===== src/emt_map.svh =====
// Register offsets, field layout, reset values and cycle counts of the strobe timer
`ifndef EMT_MAP_SVH
`define EMT_MAP_SVH

`define EMT_APB_AW 12
`define EMT_OFF_TIMING 12'h000
`define EMT_OFF_CONFIG 12'h004
`define EMT_OFF_STATUS 12'h008
`define EMT_OFF_LENGTH 12'h00C

`define EMT_TIMING_W 8
`define EMT_CONFIG_W 5
`define EMT_TIMING_RESET 8'hFF
`define EMT_CONFIG_RESET 5'h0F

`define EMT_STAT_BUSY_BIT 0
`define EMT_STAT_PHASE_LSB 1
`define EMT_STAT_RDATA_LSB 8

`define EMT_ADDR_W 16
`define EMT_DATA_W 8
`define EMT_CNT_W 5
`define EMT_LEN_W 8

`define EMT_LAUNCH_CYC 5'h01
`define EMT_TAIL_CYC 5'h03
`define EMT_SYNC_STAGES 3

`endif


===== src/emt_pkg.sv =====
// Types shared by the external memory strobe timer
package emt_pkg;

	typedef struct packed {
		logic [1:0] setup;
		logic [3:0] width;
		logic [1:0] hold;
	} emt_timing_t;

	typedef struct packed {
		logic muxMode;
		logic [1:0] latchLow;
		logic [1:0] latchHigh;
	} emt_config_t;

	typedef struct packed {
		logic write;
		logic [15:0] addr;
		logic [7:0] wdata;
	} emt_req_t;

	typedef enum logic [2:0] {
		PH_IDLE = 3'b000,
		PH_LAUNCH = 3'b001,
		PH_LATCH_HI = 3'b010,
		PH_LATCH_LO = 3'b011,
		PH_SETUP = 3'b100,
		PH_STROBE = 3'b101,
		PH_HOLD = 3'b110,
		PH_TAIL = 3'b111
	} emt_phase_t;

endpackage


===== src/emt_phase_cnt.sv =====
// Down-counter that times one phase of an external transfer
`timescale 1ns/1ns
`default_nettype none

module emt_phase_cnt #(
	parameter int W = 5
) (
	// Clock and reset
	input wire logic clk,
	input wire logic reset_n,
	// Load and status
	input wire logic load,
	input wire logic [W-1:0] loadVal,
	output logic atZero
);

	logic [W-1:0] count;

	if (W < 5)
	begin : g_bad_width
		$error("emt_phase_cnt needs at least 5 bits for a 16-cycle strobe");
	end

	always_ff @(posedge clk or negedge reset_n)
	begin
		if (!reset_n)
			count <= '0;
		else if (load)
			count <= loadVal;
		else if (count != '0)
			count <= count - W'(1);
	end

	assign atZero = (count == '0);

endmodule // emt_phase_cnt

`default_nettype wire


===== src/emt_top.sv =====
// External memory strobe timer: APB registers, phase sequencer and memory pins
`include "emt_map.svh"
`timescale 1ns/1ns
`default_nettype none

module emt_top (
	// Clock and reset
	input wire logic clk,
	input wire logic reset_n,
	// APB slave
	input wire logic [`EMT_APB_AW-1:0] paddr,
	input wire logic psel,
	input wire logic penable,
	input wire logic pwrite,
	input wire logic [31:0] pwdata,
	input wire logic [3:0] pstrb,
	output logic [31:0] prdata,
	output logic pready,
	output logic pslverr,
	// Core off-chip move request
	input wire logic moveReq,
	input wire emt_pkg::emt_req_t moveCmd,
	output logic moveBusy,
	output logic moveDone,
	output logic [`EMT_DATA_W-1:0] moveRdata,
	// External memory pins
	output logic [`EMT_ADDR_W-1:0] memAddr,
	output logic [`EMT_DATA_W-1:0] memAdOut,
	output logic memAdOe,
	input wire logic [`EMT_DATA_W-1:0] memAdIn,
	output logic memLatch,
	output logic memRdN,
	output logic memWrN
);
	import emt_pkg::*;

	emt_timing_t timingCtrl;
	emt_config_t configCtrl;
	emt_timing_t xferTiming;
	emt_config_t xferConfig;
	emt_req_t xferCmd;
	emt_phase_t phase;
	emt_phase_t next_phase;
	logic [`EMT_CNT_W-1:0] next_len;
	logic phaseDone;
	logic cntLoad;
	logic accept;
	logic apbWrite;
	logic apbSetup;
	logic addrKnown;
	logic [31:0] readValue;
	logic [`EMT_LEN_W-1:0] cycleCount;
	logic [`EMT_LEN_W-1:0] lastLength;
	logic [`EMT_DATA_W-1:0] padSync1;
	logic [`EMT_DATA_W-1:0] padSync2;
	logic [`EMT_DATA_W-1:0] padSync3;
	logic [2:0] sampleMark;

	// APB: registered read data, so one setup and one access cycle
	assign apbSetup = psel & ~penable;
	assign pready = psel & penable;
	assign apbWrite = psel & penable & pwrite & pstrb[0];

	always_comb
	begin
		addrKnown = 1'b1;
		case (paddr)
			`EMT_OFF_TIMING: readValue = {24'h000000, timingCtrl};
			`EMT_OFF_CONFIG: readValue = {27'h0000000, configCtrl};
			`EMT_OFF_STATUS:
			begin
				readValue = 32'h00000000;
				readValue[`EMT_STAT_BUSY_BIT] = moveBusy;
				readValue[`EMT_STAT_PHASE_LSB +: 3] = phase;
				readValue[`EMT_STAT_RDATA_LSB +: `EMT_DATA_W] = moveRdata;
			end
			`EMT_OFF_LENGTH: readValue = {24'h000000, lastLength};
			default:
			begin
				readValue = 32'h00000000;
				addrKnown = 1'b0;
			end
		endcase
	end

	assign pslverr = pready & ~addrKnown;

	always_ff @(posedge clk or negedge reset_n)
	begin
		if (!reset_n)
			prdata <= 32'h00000000;
		else if (apbSetup)
			prdata <= pwrite ? 32'h00000000 : readValue;
	end

	// Reset leaves the slowest timing in place for unknown parts
	always_ff @(posedge clk or negedge reset_n)
	begin
		if (!reset_n)
			timingCtrl <= `EMT_TIMING_RESET;
		else if (apbWrite && paddr == `EMT_OFF_TIMING)
			timingCtrl <= pwdata[`EMT_TIMING_W-1:0];
	end

	always_ff @(posedge clk or negedge reset_n)
	begin
		if (!reset_n)
			configCtrl <= `EMT_CONFIG_RESET;
		else if (apbWrite && paddr == `EMT_OFF_CONFIG)
			configCtrl <= pwdata[`EMT_CONFIG_W-1:0];
	end

	// Settings are frozen per transfer so a mid-transfer write cannot tear it
	assign accept = (phase == PH_IDLE) & moveReq;

	always_ff @(posedge clk or negedge reset_n)
	begin
		if (!reset_n)
		begin
			xferTiming <= `EMT_TIMING_RESET;
			xferConfig <= `EMT_CONFIG_RESET;
			xferCmd <= '0;
		end
		else if (accept)
		begin
			xferTiming <= timingCtrl;
			xferConfig <= configCtrl;
			xferCmd <= moveCmd;
		end
	end

	// Phase sequencer
	emt_phase_cnt #(
		.W(`EMT_CNT_W)
	) u_phase_cnt (
		.clk(clk),
		.reset_n(reset_n),
		.load(cntLoad),
		.loadVal(next_len - `EMT_CNT_W'(1)),
		.atZero(phaseDone)
	);

	always_comb
	begin
		next_phase = phase;
		cntLoad = 1'b0;
		case (phase)
			PH_IDLE:
				if (moveReq)
					next_phase = PH_LAUNCH;
			PH_LAUNCH:
				if (phaseDone)
				begin
					if (xferConfig.muxMode)
						next_phase = PH_LATCH_HI;
					else if (xferTiming.setup != 2'b00)
						next_phase = PH_SETUP;
					else
						next_phase = PH_STROBE;
				end
			PH_LATCH_HI:
				if (phaseDone)
					next_phase = PH_LATCH_LO;
			PH_LATCH_LO:
				if (phaseDone)
					next_phase = (xferTiming.setup != 2'b00) ? PH_SETUP : PH_STROBE;
			PH_SETUP:
				if (phaseDone)
					next_phase = PH_STROBE;
			PH_STROBE:
				if (phaseDone)
					next_phase = (xferTiming.hold != 2'b00) ? PH_HOLD : PH_TAIL;
			PH_HOLD:
				if (phaseDone)
					next_phase = PH_TAIL;
			PH_TAIL:
				if (phaseDone)
					next_phase = PH_IDLE;
			default:
				next_phase = PH_IDLE;
		endcase
		if (next_phase != phase)
			cntLoad = 1'b1;
	end

	// Launch and tail lengths are fixed; every other phase takes its length from the frozen copy
	always_comb
	begin
		case (next_phase)
			PH_LAUNCH: next_len = `EMT_LAUNCH_CYC;
			PH_LATCH_HI: next_len = {3'b000, xferConfig.latchHigh} + 5'h01;
			PH_LATCH_LO: next_len = {3'b000, xferConfig.latchLow} + 5'h01;
			PH_SETUP: next_len = {3'b000, xferTiming.setup};
			PH_STROBE: next_len = {1'b0, xferTiming.width} + 5'h01;
			PH_HOLD: next_len = {3'b000, xferTiming.hold};
			PH_TAIL: next_len = `EMT_TAIL_CYC;
			default: next_len = 5'h01;
		endcase
	end

	always_ff @(posedge clk or negedge reset_n)
	begin
		if (!reset_n)
			phase <= PH_IDLE;
		else
			phase <= next_phase;
	end

	assign moveBusy = (phase != PH_IDLE);

	// Transfer length in cycles, kept for software
	always_ff @(posedge clk or negedge reset_n)
	begin
		if (!reset_n)
			cycleCount <= '0;
		else if (accept)
			cycleCount <= '0;
		else if (moveBusy)
			cycleCount <= cycleCount + `EMT_LEN_W'(1);
	end

	always_ff @(posedge clk or negedge reset_n)
	begin
		if (!reset_n)
			lastLength <= '0;
		else if (phase == PH_TAIL && phaseDone)
			lastLength <= cycleCount + `EMT_LEN_W'(1);
	end

	// Pin side outputs, all registered from the next phase
	always_ff @(posedge clk or negedge reset_n)
	begin
		if (!reset_n)
		begin
			memAddr <= '0;
			memLatch <= 1'b0;
			memRdN <= 1'b1;
			memWrN <= 1'b1;
		end
		else
		begin
			if (next_phase == PH_LAUNCH)
				memAddr <= configCtrl.muxMode ? {moveCmd.addr[15:8], 8'h00} : moveCmd.addr;
			memLatch <= (next_phase == PH_LATCH_HI);
			memRdN <= ~(next_phase == PH_STROBE && !xferCmd.write);
			memWrN <= ~(next_phase == PH_STROBE && xferCmd.write);
		end
	end

	// Shared bus: address byte in latch phases, write data from setup to hold end
	always_ff @(posedge clk or negedge reset_n)
	begin
		if (!reset_n)
		begin
			memAdOut <= '0;
			memAdOe <= 1'b0;
		end
		else
		begin
			case (next_phase)
				PH_LATCH_HI, PH_LATCH_LO:
				begin
					memAdOut <= xferCmd.addr[7:0];
					memAdOe <= 1'b1;
				end
				PH_SETUP, PH_STROBE:
				begin
					memAdOut <= xferCmd.wdata;
					memAdOe <= xferCmd.write;
				end
				PH_HOLD:
				begin
					memAdOut <= xferCmd.wdata;
					memAdOe <= xferCmd.write;
				end
				default:
				begin
					memAdOut <= memAdOut;
					memAdOe <= 1'b0;
				end
			endcase
		end
	end

	// Bus input synchroniser, three stages deep
	always_ff @(posedge clk or negedge reset_n)
	begin
		if (!reset_n)
		begin
			padSync1 <= '0;
			padSync2 <= '0;
			padSync3 <= '0;
		end
		else
		begin
			padSync1 <= memAdIn;
			padSync2 <= padSync1;
			padSync3 <= padSync2;
		end
	end

	// A one-cycle strobe leaves the byte valid at one edge only, so it is
	// taken from stage three at a fixed edge; waiting for agreement would miss it

	// Marks the strobe's last edge; the tail covers the sync delay
	always_ff @(posedge clk or negedge reset_n)
	begin
		if (!reset_n)
			sampleMark <= 3'b000;
		else
			sampleMark <= {sampleMark[1:0], phase == PH_STROBE && phaseDone && !xferCmd.write};
	end

	always_ff @(posedge clk or negedge reset_n)
	begin
		if (!reset_n)
			moveRdata <= '0;
		else if (sampleMark[2])
			moveRdata <= padSync3;
	end

	always_ff @(posedge clk or negedge reset_n)
	begin
		if (!reset_n)
			moveDone <= 1'b0;
		else
			moveDone <= (phase == PH_TAIL) && phaseDone;
	end

endmodule // emt_top

`default_nettype wire

===== config.mk =====
export PLATFORM = sky130hd
export DESIGN_NAME = emt_top
export DESIGN_NICKNAME = d
export VERILOG_FILES = /design/src/emt_pkg.sv /design/src/emt_phase_cnt.sv /design/src/emt_top.sv
export VERILOG_INCLUDE_DIRS = /design/src /design/src/src
export SDC_FILE = /design/constraint.sdc
export NUM_CORES = 1
export LEC_CHECK = 0
export BUFFER_PORTS_ARGS = -buffer_cell sky130_fd_sc_hd__buf_2
export CAP_MARGIN = 20
export CORE_UTILIZATION = 55
export CTS_CLUSTER_SIZE = 30
export DETAILED_ROUTE_END_ITERATION = 10
export PLACE_DENSITY = 0.93
export SYNTH_ARGS = -nofsm -noshare
export SYNTH_HDL_FRONTEND = slang
export SYNTH_SLANG_ARGS = --single-unit

===== constraint.sdc =====
create_clock -name clk -period 8.08 [get_ports clk]
set_clock_uncertainty 0.15 [all_clocks]
set_input_delay 0.808 -clock clk [delete_from_list [all_inputs] [get_ports clk]]
set_output_delay 0.808 -clock clk [all_outputs]
set_load 0.005 [all_outputs]

== Word level (Yosys, flattened, before mapping) ==
Cells that the tools add are included.
Word-level totals
  output and inout bits: 72
  register bits: 163
  bits in latches: 0
  word-level logic and storage cells: 111
  memory bits (read-only): 0
  memory bits (writable): 0
  memories kept: 0
Cells by class
  reduce and logical (&&, ||, !) cells: 21
  shift-type cells: 0
  bitwise operators: 10
  add/sub/neg operators: 6
  $mul: 0
  divide/modulo/power cells: 0
  order comparisons: 0
  equal/unequal tests: 18
  mux-type cells: 24
Operator list (count)
  $pmux W16 S4: 1
  $mux W32: 1
  $pmux W5 S6: 1
  $mux W3: 9
  $eq A12 B4 Y1 const B: 2
  $eq A3 B3 Y1 const B: 8
  $mux W8: 3
  $pmux W3 S8: 1
  $pmux W8 S2: 1
  $eq A12 B3 Y1 const B: 1
  $eq A3 B2 Y1 const B: 4
  $logic_not A12 Y1: 1
  $mux W5: 2
  $reduce_bool A2 Y1: 5
  $sub A5 B1 Y5 const B: 2
  $add A8 B1 Y8 const B: 1
  $logic_and A1 B1 Y1: 7
  $add A2 B1 Y3 const B: 2
  $and A1 B1 Y1: 6
  $eq A3 B1 Y1 const B: 2
  $add A4 B1 Y5 const B: 1
  $logic_not A5 Y1: 1
  $reduce_bool A5 Y1: 1
  $mux W1: 4
  9 further kinds: 12

== Depth between registers and ports, before layout ==
Gate-level depths: netlist of the first run.
  depth after elaboration: 9
  gate-level depth with buffers: 15

== Hierarchy ==
Synthesis of the first run repeated with hierarchy kept, for this count alone.
Unflattened totals
  cells, all modules: 536
  area total of the unflattened synthesis: 6304.8 µm²
By module, submodules not included
  emt_top: cells an instance 509, instances 1, area each 6025.8 µm², seq. area each 3585.9 µm²
  emt_phase_cnt: cells an instance 27, instances 1, area each 279.0 µm², seq. area each 125.1 µm²

== Worst setup path before layout of the first run ==
OpenSTA, ideal clock, no wires.
  path kind: register -> register
  start point: reg u_phase_cnt.count[1]
  end point: reg u_phase_cnt.count[4]
  cell stages (with the launch flop): 15
  arrival: 3.268 ns
  path buffers: 1
  setup slack: 4.542 ns
  library setup time: 0.120 ns
  path through: dfrtp_1 -> buf_2 -> or4b_1 -> or3_1 -> a21oi_1 -> nand2_1 -> mux2_2 -> ha_1 -> o21bai_1 -> o2111ai_1 -> o211ai_1 -> inv_1 -> ha_1 -> a31o_1 -> and3b_1
On the way
  cells in the longest elaborated chain, start to end: 7
Ends and longest elaborated chain
  start, declared: RTL line emt_phase_cnt.sv:17  | logic [W-1:0] count;
  start signal, assigned: RTL line emt_phase_cnt.sv:29  | count <= loadVal;
  start signal, assigned: RTL line emt_phase_cnt.sv:31  | count <= count - W'(1);
  $logic_not A5 Y1: RTL line emt_phase_cnt.sv:34  | assign atZero = (count == '0);
  $mux W3 (tied with other cells): RTL line emt_top.sv:177  | if (phaseDone)
  $pmux W3 S8: RTL line emt_top.sv:147  | case (phase)
  $eq A3 B3 Y1 / $eq A3 B2 Y1 (equally long branches): RTL line emt_top.sv:189  | case (next_phase)
  $pmux W5 S6: RTL line emt_top.sv:189
  $sub A5 B1 Y5: RTL line emt_top.sv:139  | .loadVal(next_len - `EMT_CNT_W'(1)),
  $mux W5: RTL line emt_phase_cnt.sv:28  | else if (load)
Several ways; a longest one is shown, not always the timed one. The select of a mux whose other input is x is not followed.
A chain may end at the register's enable or synchronous reset.

== Worst setup path after layout of the first run ==
Same ends and word-level chain as after synthesis.

==> results of run 1 <==
-- worst register-to-register path, delay by kind of cell, from the launching register on --
| kind | cells | cell delay (ps) |
|---|---|---|
| fa+ha+maj | 2 | 510 |
| compound gates | 5 | 950 |
| buf+inv | 1 | 90 |
| simple gates | 4 | 1330 |
| mux | 1 | 300 |
| flops | 1 | 490 |
-- path summary, 6_finish.rpt --
path / start / to / slack (ps) / cells after the start
max in group asynchronous: reset_n / padSync1[0] / 6160 / 2
min in group asynchronous: reset_n / xferCmd[11] / 210 / 1
worst min-delay path: padSync2[1] / padSync3[1] / 200 / 0
worst min register to register: padSync2[1] / padSync3[1] / 200 / 0
worst max register to register: u_phase_cnt.count[1] / u_phase_cnt.count[4] / 4170 / 13
worst max-delay path: u_phase_cnt.count[1] / u_phase_cnt.count[4] / 4170 / 13
-- routing by layer --
layer	global-route usage, %	routed length (µm)
met1	31.68	5786
met2	44.20	7342
met3	7.352	848
met4	12.45	435
met5	0	0
-- cells by family after synthesis --
kind of cell | synth area share [%]
xor+xnor | 1.250
mux | 13.55
other cells | 0.05945
fa+ha+maj | 0.7935
compound gates | 8.649
flops | 58.84
buf+inv | 4.186
simple gates | 12.68
-- cell usage after synthesis (6+ instances only) --
| master | n |
|---|---|
| nor2_1 | 26 |
| buf_4 | 16 |
| nand2b_1 | 6 |
| nand2_1 | 72 |
| mux2i_1 | 10 |
| inv_1 | 10 |
| nor3_1 | 8 |
| xnor2_1 | 6 |
| dfstp_2 | 26 |
| a21oi_1 | 15 |
| mux2_2 | 59 |
| dfrtp_1 | 121 |
| nand3b_1 | 9 |
| clkbuf_1 | 19 |
| nand3_1 | 7 |
| o21ai_0 | 24 |
| a22o_1 | 13 |
-- cell type report --
class                   instances  share of cell area, %
well taps                     140                  2.317
clock inverters                12                  2.351
repair buffers                121                  8.227
flip-flops and latches        147                  49.10
clock buffers                  20                  5.910
multi-input cells             342                  31.60
inverters                      10                 0.4966
-- power breakdown --
part | internal [mW] | total [mW] | switching, mW | leakage, nW
logic | 0.318 | 0.682 | 0.364 | 1.53
clock network | 0.525 | 0.826 | 0.300 | 0.293
registers | 0.931 | 1.09 | 0.159 | 1.78
total | 1.77 | 2.60 | 0.823 | 3.60
-- metrics by stage --
| stage | hold slack, ps | util [%] | instance area [µm²] | total power, mW |
|---|---|---|---|---|
| finish | 195.8 | 68.82 | 7559 | 2.598 |
| global route | 197.0 | 68.82 | 7559 | 2.735 |
| CTS | 194.1 | 68.73 | 7548 | 2.600 |
| detailed placement | 184.7 | 63.04 | 6924 | 1.756 |
| global placement | 183.0 | 63.04 | 6924 | 1.699 |
| floorplan | 181.2 | - | 6364 | 1.518 |
==> run_summary.xml, run 1 <==
<?xml version="1.0" encoding="UTF-8"?>
<metrics>
  <group name="outcome">
    <metric name="result_of_the_run" unit="">finished, final reports clean</metric>
  </group>
  <group name="logic_synthesis">
    <metric name="synth_enable_flop_cells" unit="">0</metric>
    <metric name="synth_top_area_cell" unit="">dfrtp_1</metric>
    <metric name="synthesis.area" unit="mm²">0.006307</metric>
    <metric name="synthesis.yosys.warnings" unit="">0</metric>
    <metric name="sequential_fraction_of_the_synthesis_area" unit="%">58.84</metric>
    <metric name="syn_inst" unit="">525</metric>
    <metric name="synth_cell_types" unit="">59</metric>
    <metric name="asyncSetResetFlopFracSynth" unit="%">100.0</metric>
    <metric name="ys_top_cells_by_area" unit="">dfrtp_1, dfstp_2, mux2_2</metric>
    <metric name="ys_ff_latch" unit="">147</metric>
    <metric name="yosys_most_used_dff" unit="">dfrtp_1</metric>
    <metric name="post_synth.cell_area_avg" unit="µm²">12.01</metric>
    <metric name="post-synth-top-area-fraction" unit="%">48.01</metric>
  </group>
  <group name="clocking">
    <metric name="cts_root_buffer" unit="">clkbuf_16</metric>
    <metric name="cts-buffers-inserted" unit="">17</metric>
    <metric name="tritoncts" unit="">built</metric>
    <metric name="cts_max_path_buffers" unit="">2</metric>
    <metric name="cts_hold_buffers" unit="">0</metric>
    <metric name="clock-sinks" unit="">147</metric>
    <metric name="cts.clk_slew.worst_paths" unit="ps">60</metric>
    <metric name="post_cts_buffers" unit="">0</metric>
    <metric name="worstSkewPairLatency" unit="ps">420</metric>
    <metric name="cts_repair_resize_count" unit="">0</metric>
    <metric name="cts-htree-levels" unit="">4</metric>
  </group>
  <group name="sta">
    <metric name="fmax" unit="MHz">256.1</metric>
    <metric name="totalNegativeSetupSlack" unit="ps">0</metric>
    <metric name="finalHoldViolations" unit="">0</metric>
    <metric name="slew_headroom" unit="%">32.10</metric>
    <metric name="postLayoutSetupSlackWorst" unit="ps">4175</metric>
    <metric name="finalCritPeriodShare" unit="%">48.33</metric>
    <metric name="setup-violations-final" unit="">0</metric>
    <metric name="post-route-min-period" unit="ps">3905</metric>
    <metric name="worst_slew_pin_slew" unit="ps">1013</metric>
    <metric name="rsz0062_at_grt" unit="">no</metric>
    <metric name="final_slew_viol_count" unit="">0</metric>
  </group>
  <group name="critical_path">
    <metric name="critical-path-top-cell-by-count" unit="">ha_1</metric>
    <metric name="worst_path_dominant_cell_family" unit="">simple AND/OR/NAND/NOR gates</metric>
    <metric name="kind_of_critical_path" unit="">reg -&gt; reg</metric>
    <metric name="timing.critical_path.slowest_stage_cell" unit="">or4b_1</metric>
    <metric name="crit_chain" unit="">or4b_1 &gt; or3_1 &gt; a21oi_1 &gt; nand2_1 &gt; mux2_2 &gt; ha_1 &gt; o21bai_1 &gt; o2111ai_1 &gt; o211ai_1 &gt; inv_1 &gt; ha_1 &gt; a31o_1 &gt; and3b_1</metric>
    <metric name="critical_path.n_buffers_inverters" unit="">1</metric>
    <metric name="worst_path_largest_cell_delay" unit="ps">630</metric>
    <metric name="worst-endpoint-required" unit="ps">8230</metric>
    <metric name="critPathMaxFanout" unit="">9</metric>
    <metric name="setup.worst_path.end_class" unit="">flop</metric>
    <metric name="worstSetupStartpointType" unit="">flop</metric>
    <metric name="worst_ep_arrival_time" unit="ps">4060</metric>
  </group>
  <group name="die">
    <metric name="die_x" unit="µm">109.1</metric>
    <metric name="design.die.area" unit="mm²">0.01190</metric>
    <metric name="initial_core_util" unit="%">57.43</metric>
    <metric name="area_of_the_core" unit="mm²">0.01098</metric>
    <metric name="ios" unit="">159</metric>
    <metric name="floorplan.rows" unit="">38</metric>
    <metric name="fp.dieH" unit="µm">109.1</metric>
  </group>
  <group name="place">
    <metric name="dpl_worst_slack" unit="ps">4217</metric>
    <metric name="place_inst" unit="">758</metric>
    <metric name="detailedPlacementHpwl" unit="mm">9.735</metric>
    <metric name="place.port_buffers" unit="">115</metric>
    <metric name="gp_congestion" unit="">0.8345</metric>
  </group>
  <group name="drt">
    <metric name="vias_per_inst" unit="">5.778</metric>
    <metric name="antenna_left" unit="">0</metric>
    <metric name="drcViolationCount" unit="">0</metric>
    <metric name="routedWlPerCell" unit="µm">18.20</metric>
    <metric name="vias" unit="">4576</metric>
    <metric name="drt-pass1-iter-count" unit="">6</metric>
    <metric name="initialDrtViolationCount" unit="">341</metric>
    <metric name="routed_wirelength" unit="mm">14.41</metric>
  </group>
  <group name="finish">
    <metric name="filler_cells" unit="">746</metric>
    <metric name="layout_common_cells" unit="">dfrtp_1, buf_2, nand2_1, mux2_2</metric>
    <metric name="top_regs" unit="">xferCmd: 17 flops, memAddr: 16 flops, prdata: 16 flops</metric>
    <metric name="finalNonFillerCells" unit="">792</metric>
    <metric name="max_ffs_per_register" unit="">17</metric>
    <metric name="ff_latch_area" unit="mm²">0.003711</metric>
    <metric name="top_register" unit="">xferCmd</metric>
    <metric name="areaGrowthSynthToFinish" unit="%">19.84</metric>
    <metric name="mostFrequentLayoutCell" unit="">dfrtp_1</metric>
    <metric name="post_route_cells_drive_above_1_share" unit="%">38.50</metric>
    <metric name="multi_input_comb_area" unit="mm²">0.002389</metric>
    <metric name="antenna-diode-count" unit="">0</metric>
    <metric name="nNetsFinal" unit="">730</metric>
  </group>
  <group name="power_and_ir_drop">
    <metric name="total_leakage_power" unit="nW">3.599</metric>
    <metric name="max-vdd-ir-drop" unit="mV">0.2453</metric>
    <metric name="pwr_density_cell" unit="mW/mm²">343.7</metric>
  </group>
  <group name="global_route">
    <metric name="grt_overflow_total" unit="">0</metric>
    <metric name="grt_pass1_wl" unit="mm">23.14</metric>
    <metric name="antenna_found_initial" unit="">0</metric>
    <metric name="grt.total_usage" unit="%">26.45</metric>
    <metric name="maximum_number_of_pins_on_one_net_before_global_route_repair" unit="">85</metric>
    <metric name="grt_pass1_vias" unit="">4537</metric>
  </group>
  <group name="run">
    <metric name="max_cap_violations" unit="">0</metric>
  </group>
  <group name="hold_path">
    <metric name="worst_hold_path_type" unit="">reg -&gt; reg</metric>
  </group>
</metrics>
Note: power is estimated with default switching activity, not from simulation.
==> run 2: changes to the inputs <==
Settings changed: ABC_AREA from default to 1, CORE_UTILIZATION 55 to 48, PLACE_DENSITY 0.93 to 0.87.
Clock period 8.08 ns to 3.4 ns, I/O delays scaled along.
==> run_summary.xml, run 2 <==
<?xml version="1.0" encoding="UTF-8"?>
<metrics>
  <group name="die">
    <metric name="design.die.area" unit="mm²">0.01369</metric>
    <metric name="initial_core_util" unit="%">49.70</metric>
    <metric name="area_of_the_core" unit="mm²">0.01277</metric>
    <metric name="die_x" unit="µm">117.0</metric>
    <metric name="floorplan.rows" unit="">41</metric>
    <metric name="ios" unit="">159</metric>
    <metric name="fp.dieH" unit="µm">117.0</metric>
  </group>
  <group name="logic_synthesis">
    <metric name="synth_top_area_cell" unit="">dfrtp_1</metric>
    <metric name="post_synth.cell_area_avg" unit="µm²">9.752</metric>
    <metric name="synth_cell_types" unit="">42</metric>
    <metric name="synthesis.yosys.warnings" unit="">0</metric>
    <metric name="synth_top_cells_by_count" unit="">nand2_1, dfrtp_1, inv_1, o21ai_0, nor2_1</metric>
    <metric name="yosysMostFrequentCell" unit="">nand2_1</metric>
    <metric name="asyncSetResetFlopFracSynth" unit="%">100.0</metric>
    <metric name="ys_top_cells_by_area" unit="">dfrtp_1, dfstp_2, nand2_1</metric>
    <metric name="sequential_fraction_of_the_synthesis_area" unit="%">58.45</metric>
    <metric name="syn_inst" unit="">651</metric>
    <metric name="synthesis.area" unit="mm²">0.006349</metric>
    <metric name="yosys_most_used_dff" unit="">dfrtp_1</metric>
    <metric name="synth_enable_flop_cells" unit="">0</metric>
    <metric name="post-synth-top-area-fraction" unit="%">47.69</metric>
    <metric name="ys_ff_latch" unit="">147</metric>
  </group>
  <group name="outcome">
    <metric name="result_of_the_run" unit="">finished, final reports clean</metric>
  </group>
  <group name="drt">
    <metric name="drt-pass1-iter-count" unit="">5</metric>
    <metric name="routedWlPerCell" unit="µm">14.75</metric>
    <metric name="vias" unit="">5108</metric>
    <metric name="routed_wirelength" unit="mm">14.66</metric>
    <metric name="drcViolationCount" unit="">0</metric>
    <metric name="vias_per_inst" unit="">5.139</metric>
    <metric name="initialDrtViolationCount" unit="">376</metric>
    <metric name="antenna_left" unit="">0</metric>
  </group>
  <group name="clocking">
    <metric name="cts-buffers-inserted" unit="">17</metric>
    <metric name="cts.clk_slew.worst_paths" unit="ps">60</metric>
    <metric name="cts_max_path_buffers" unit="">2</metric>
    <metric name="tritoncts" unit="">built</metric>
    <metric name="cts-htree-levels" unit="">4</metric>
    <metric name="cts_root_buffer" unit="">clkbuf_16</metric>
    <metric name="clock-sinks" unit="">147</metric>
    <metric name="worstSkewPairLatency" unit="ps">430</metric>
  </group>
  <group name="hold_path">
    <metric name="worst_hold_path_type" unit="">in -&gt; reg</metric>
  </group>
  <group name="global_route">
    <metric name="antenna_found_initial" unit="">0</metric>
    <metric name="grt_busiest_layer" unit="">met2</metric>
    <metric name="maximum_number_of_pins_on_one_net_before_global_route_repair" unit="">96</metric>
    <metric name="global_route.usage.met2" unit="%">35.82</metric>
    <metric name="grt_pass1_wl" unit="mm">23.03</metric>
    <metric name="grt.total_usage" unit="%">22.46</metric>
    <metric name="grt_overflow_total" unit="">0</metric>
    <metric name="grt_pass1_vias" unit="">4853</metric>
    <metric name="globalRouteMet1Util" unit="%">28.59</metric>
    <metric name="global_route.usage.met3" unit="%">5.252</metric>
  </group>
  <group name="critical_path">
    <metric name="setup.worst_path.end_class" unit="">flop</metric>
    <metric name="worst-endpoint-required" unit="ps">3620</metric>
    <metric name="worst_ep_arrival_time" unit="ps">3420</metric>
    <metric name="critPathMaxFanout" unit="">8</metric>
    <metric name="kind_of_critical_path" unit="">reg -&gt; reg</metric>
    <metric name="worstSetupStartpointType" unit="">flop</metric>
  </group>
  <group name="sta">
    <metric name="slew_headroom" unit="%">45.05</metric>
    <metric name="fmax" unit="MHz">312.4</metric>
    <metric name="final_slew_viol_count" unit="">0</metric>
    <metric name="post-route-min-period" unit="ps">3202</metric>
    <metric name="setup-violations-final" unit="">0</metric>
    <metric name="postLayoutSetupSlackWorst" unit="ps">198.5</metric>
    <metric name="worst_slew_pin_slew" unit="ps">824.3</metric>
    <metric name="final.hold.worst_slack" unit="ps">6.878</metric>
    <metric name="finalCritPeriodShare" unit="%">94.16</metric>
    <metric name="finalHoldViolations" unit="">0</metric>
  </group>
  <group name="finish">
    <metric name="nNetsFinal" unit="">900</metric>
    <metric name="mostFrequentLayoutCell" unit="">nand2_1</metric>
    <metric name="top_regs" unit="">xferCmd: 17 flops, memAddr: 16 flops, prdata: 16 flops</metric>
    <metric name="top_register" unit="">xferCmd</metric>
    <metric name="post_route_cells_drive_above_1_share" unit="%">30.54</metric>
    <metric name="areaGrowthSynthToFinish" unit="%">26.51</metric>
    <metric name="max_ffs_per_register" unit="">17</metric>
    <metric name="layout_common_cells" unit="">nand2_1, dfrtp_1, buf_2, inv_1, o21ai_0</metric>
    <metric name="antenna-diode-count" unit="">0</metric>
    <metric name="finish.instance_area" unit="mm²">0.008031</metric>
  </group>
  <group name="place">
    <metric name="gp_congestion" unit="">0.8354</metric>
    <metric name="detailedPlacementHpwl" unit="mm">9.954</metric>
    <metric name="dpl_worst_slack" unit="ps">158.7</metric>
    <metric name="dpl-instance-area" unit="mm²">0.007069</metric>
    <metric name="place.port_buffers" unit="">115</metric>
  </group>
  <group name="power_and_ir_drop">
    <metric name="max-vdd-ir-drop" unit="mV">0.4181</metric>
    <metric name="power.total" unit="mW">5.941</metric>
    <metric name="total_leakage_power" unit="nW">3.865</metric>
    <metric name="pwr_density_cell" unit="mW/mm²">739.7</metric>
  </group>
  <group name="run">
    <metric name="max_cap_violations" unit="">0</metric>
  </group>
</metrics>
-- run 2: cell type report --
class                           count  area, µm²
Clock buffer                       18      439.2
Clock inverter                     14      141.4
Fill cell                         937       4742
Inverter                           78      292.8
Multi-Input combinational cell    411       2283
Sequential cell                   147       3712
Tap cell                          172      215.2
Timing Repair Buffer              154      947.2
-- run 2: worst max-delay path: stages, from the launching register on --
cell	delay, ps
dfrtp_1	410
nor2_4	180
nand3_4	140
nor2_4	150
nand2_1	160
nand3_4	190
nand3_4	100
mux2_4	320
ha_4	240
nand2_2	60
nand2_1	50
nor2_1	90
nand2_1	90
a21boi_2	250
ha_4	240
or2_2	280
inv_1	50
-- run 2: layer usage --
layer  vias up  share of wire [%]
met5         -                  0
met4         0                3.8
met3        46                5.8
met2       205                 49
met1      2444                 41
li1       2413                  -
-- run 2: final timing paths --
path / end / start / slack [ps] / cells after the start
max: u_phase_cnt.count[1] / u_phase_cnt.count[2] / 200 / 16
min: xferCmd[6] / moveCmd[6] / 7 / 2
max reg2reg: u_phase_cnt.count[1] / u_phase_cnt.count[2] / 200 / 16
min reg2reg: sampleMark[2] / sampleMark[1] / 200 / 0
max in group asynchronous: xferTiming[1] / reset_n / 1850 / 3
min in group asynchronous: padSync3[2] / reset_n / 420 / 2
-- run 2: logic make-up (layout without fill, tap and decap cells) --
| group | count (synthesis) | count (layout) | synth area share [%] |
|---|---|---|---|
| compound gates | 118 | 118 | 10.47 |
| xor+xnor | 8 | 8 | 1.104 |
| fa+ha+maj | 4 | 4 | 0.7884 |
| buf+inv | 108 | 264 | 7.528 |
| flops | 147 | 147 | 58.45 |
| mux | 18 | 18 | 3.193 |
| other cells | 1 | 16 | 0.05907 |
| simple gates | 247 | 247 | 18.41 |
-- run 2: stage by stage --
step                      utilization [%]  instances  TNS (ps)
after floorplan                         -        666         0
after global placement              55.34        930         0
after detailed placement            55.34        930         0
after CTS                           62.16        991         0
after global routing                62.88        994    -7.699
final                               62.88        994         0
-- run 2: where the power goes --
part           switching, mW  internal (mW)  total, mW
Clock                  0.780           1.05       1.83
Combinational           1.04          0.703       1.74
Sequential             0.243           2.13       2.37
-- run 2: repair_timing --
action,CTS,global route
endpoints found under the setup margin,0,3
resized for setup,0,15
hold buffers,29,0
buffers inserted,0,3
hold endpoints to repair,107,0
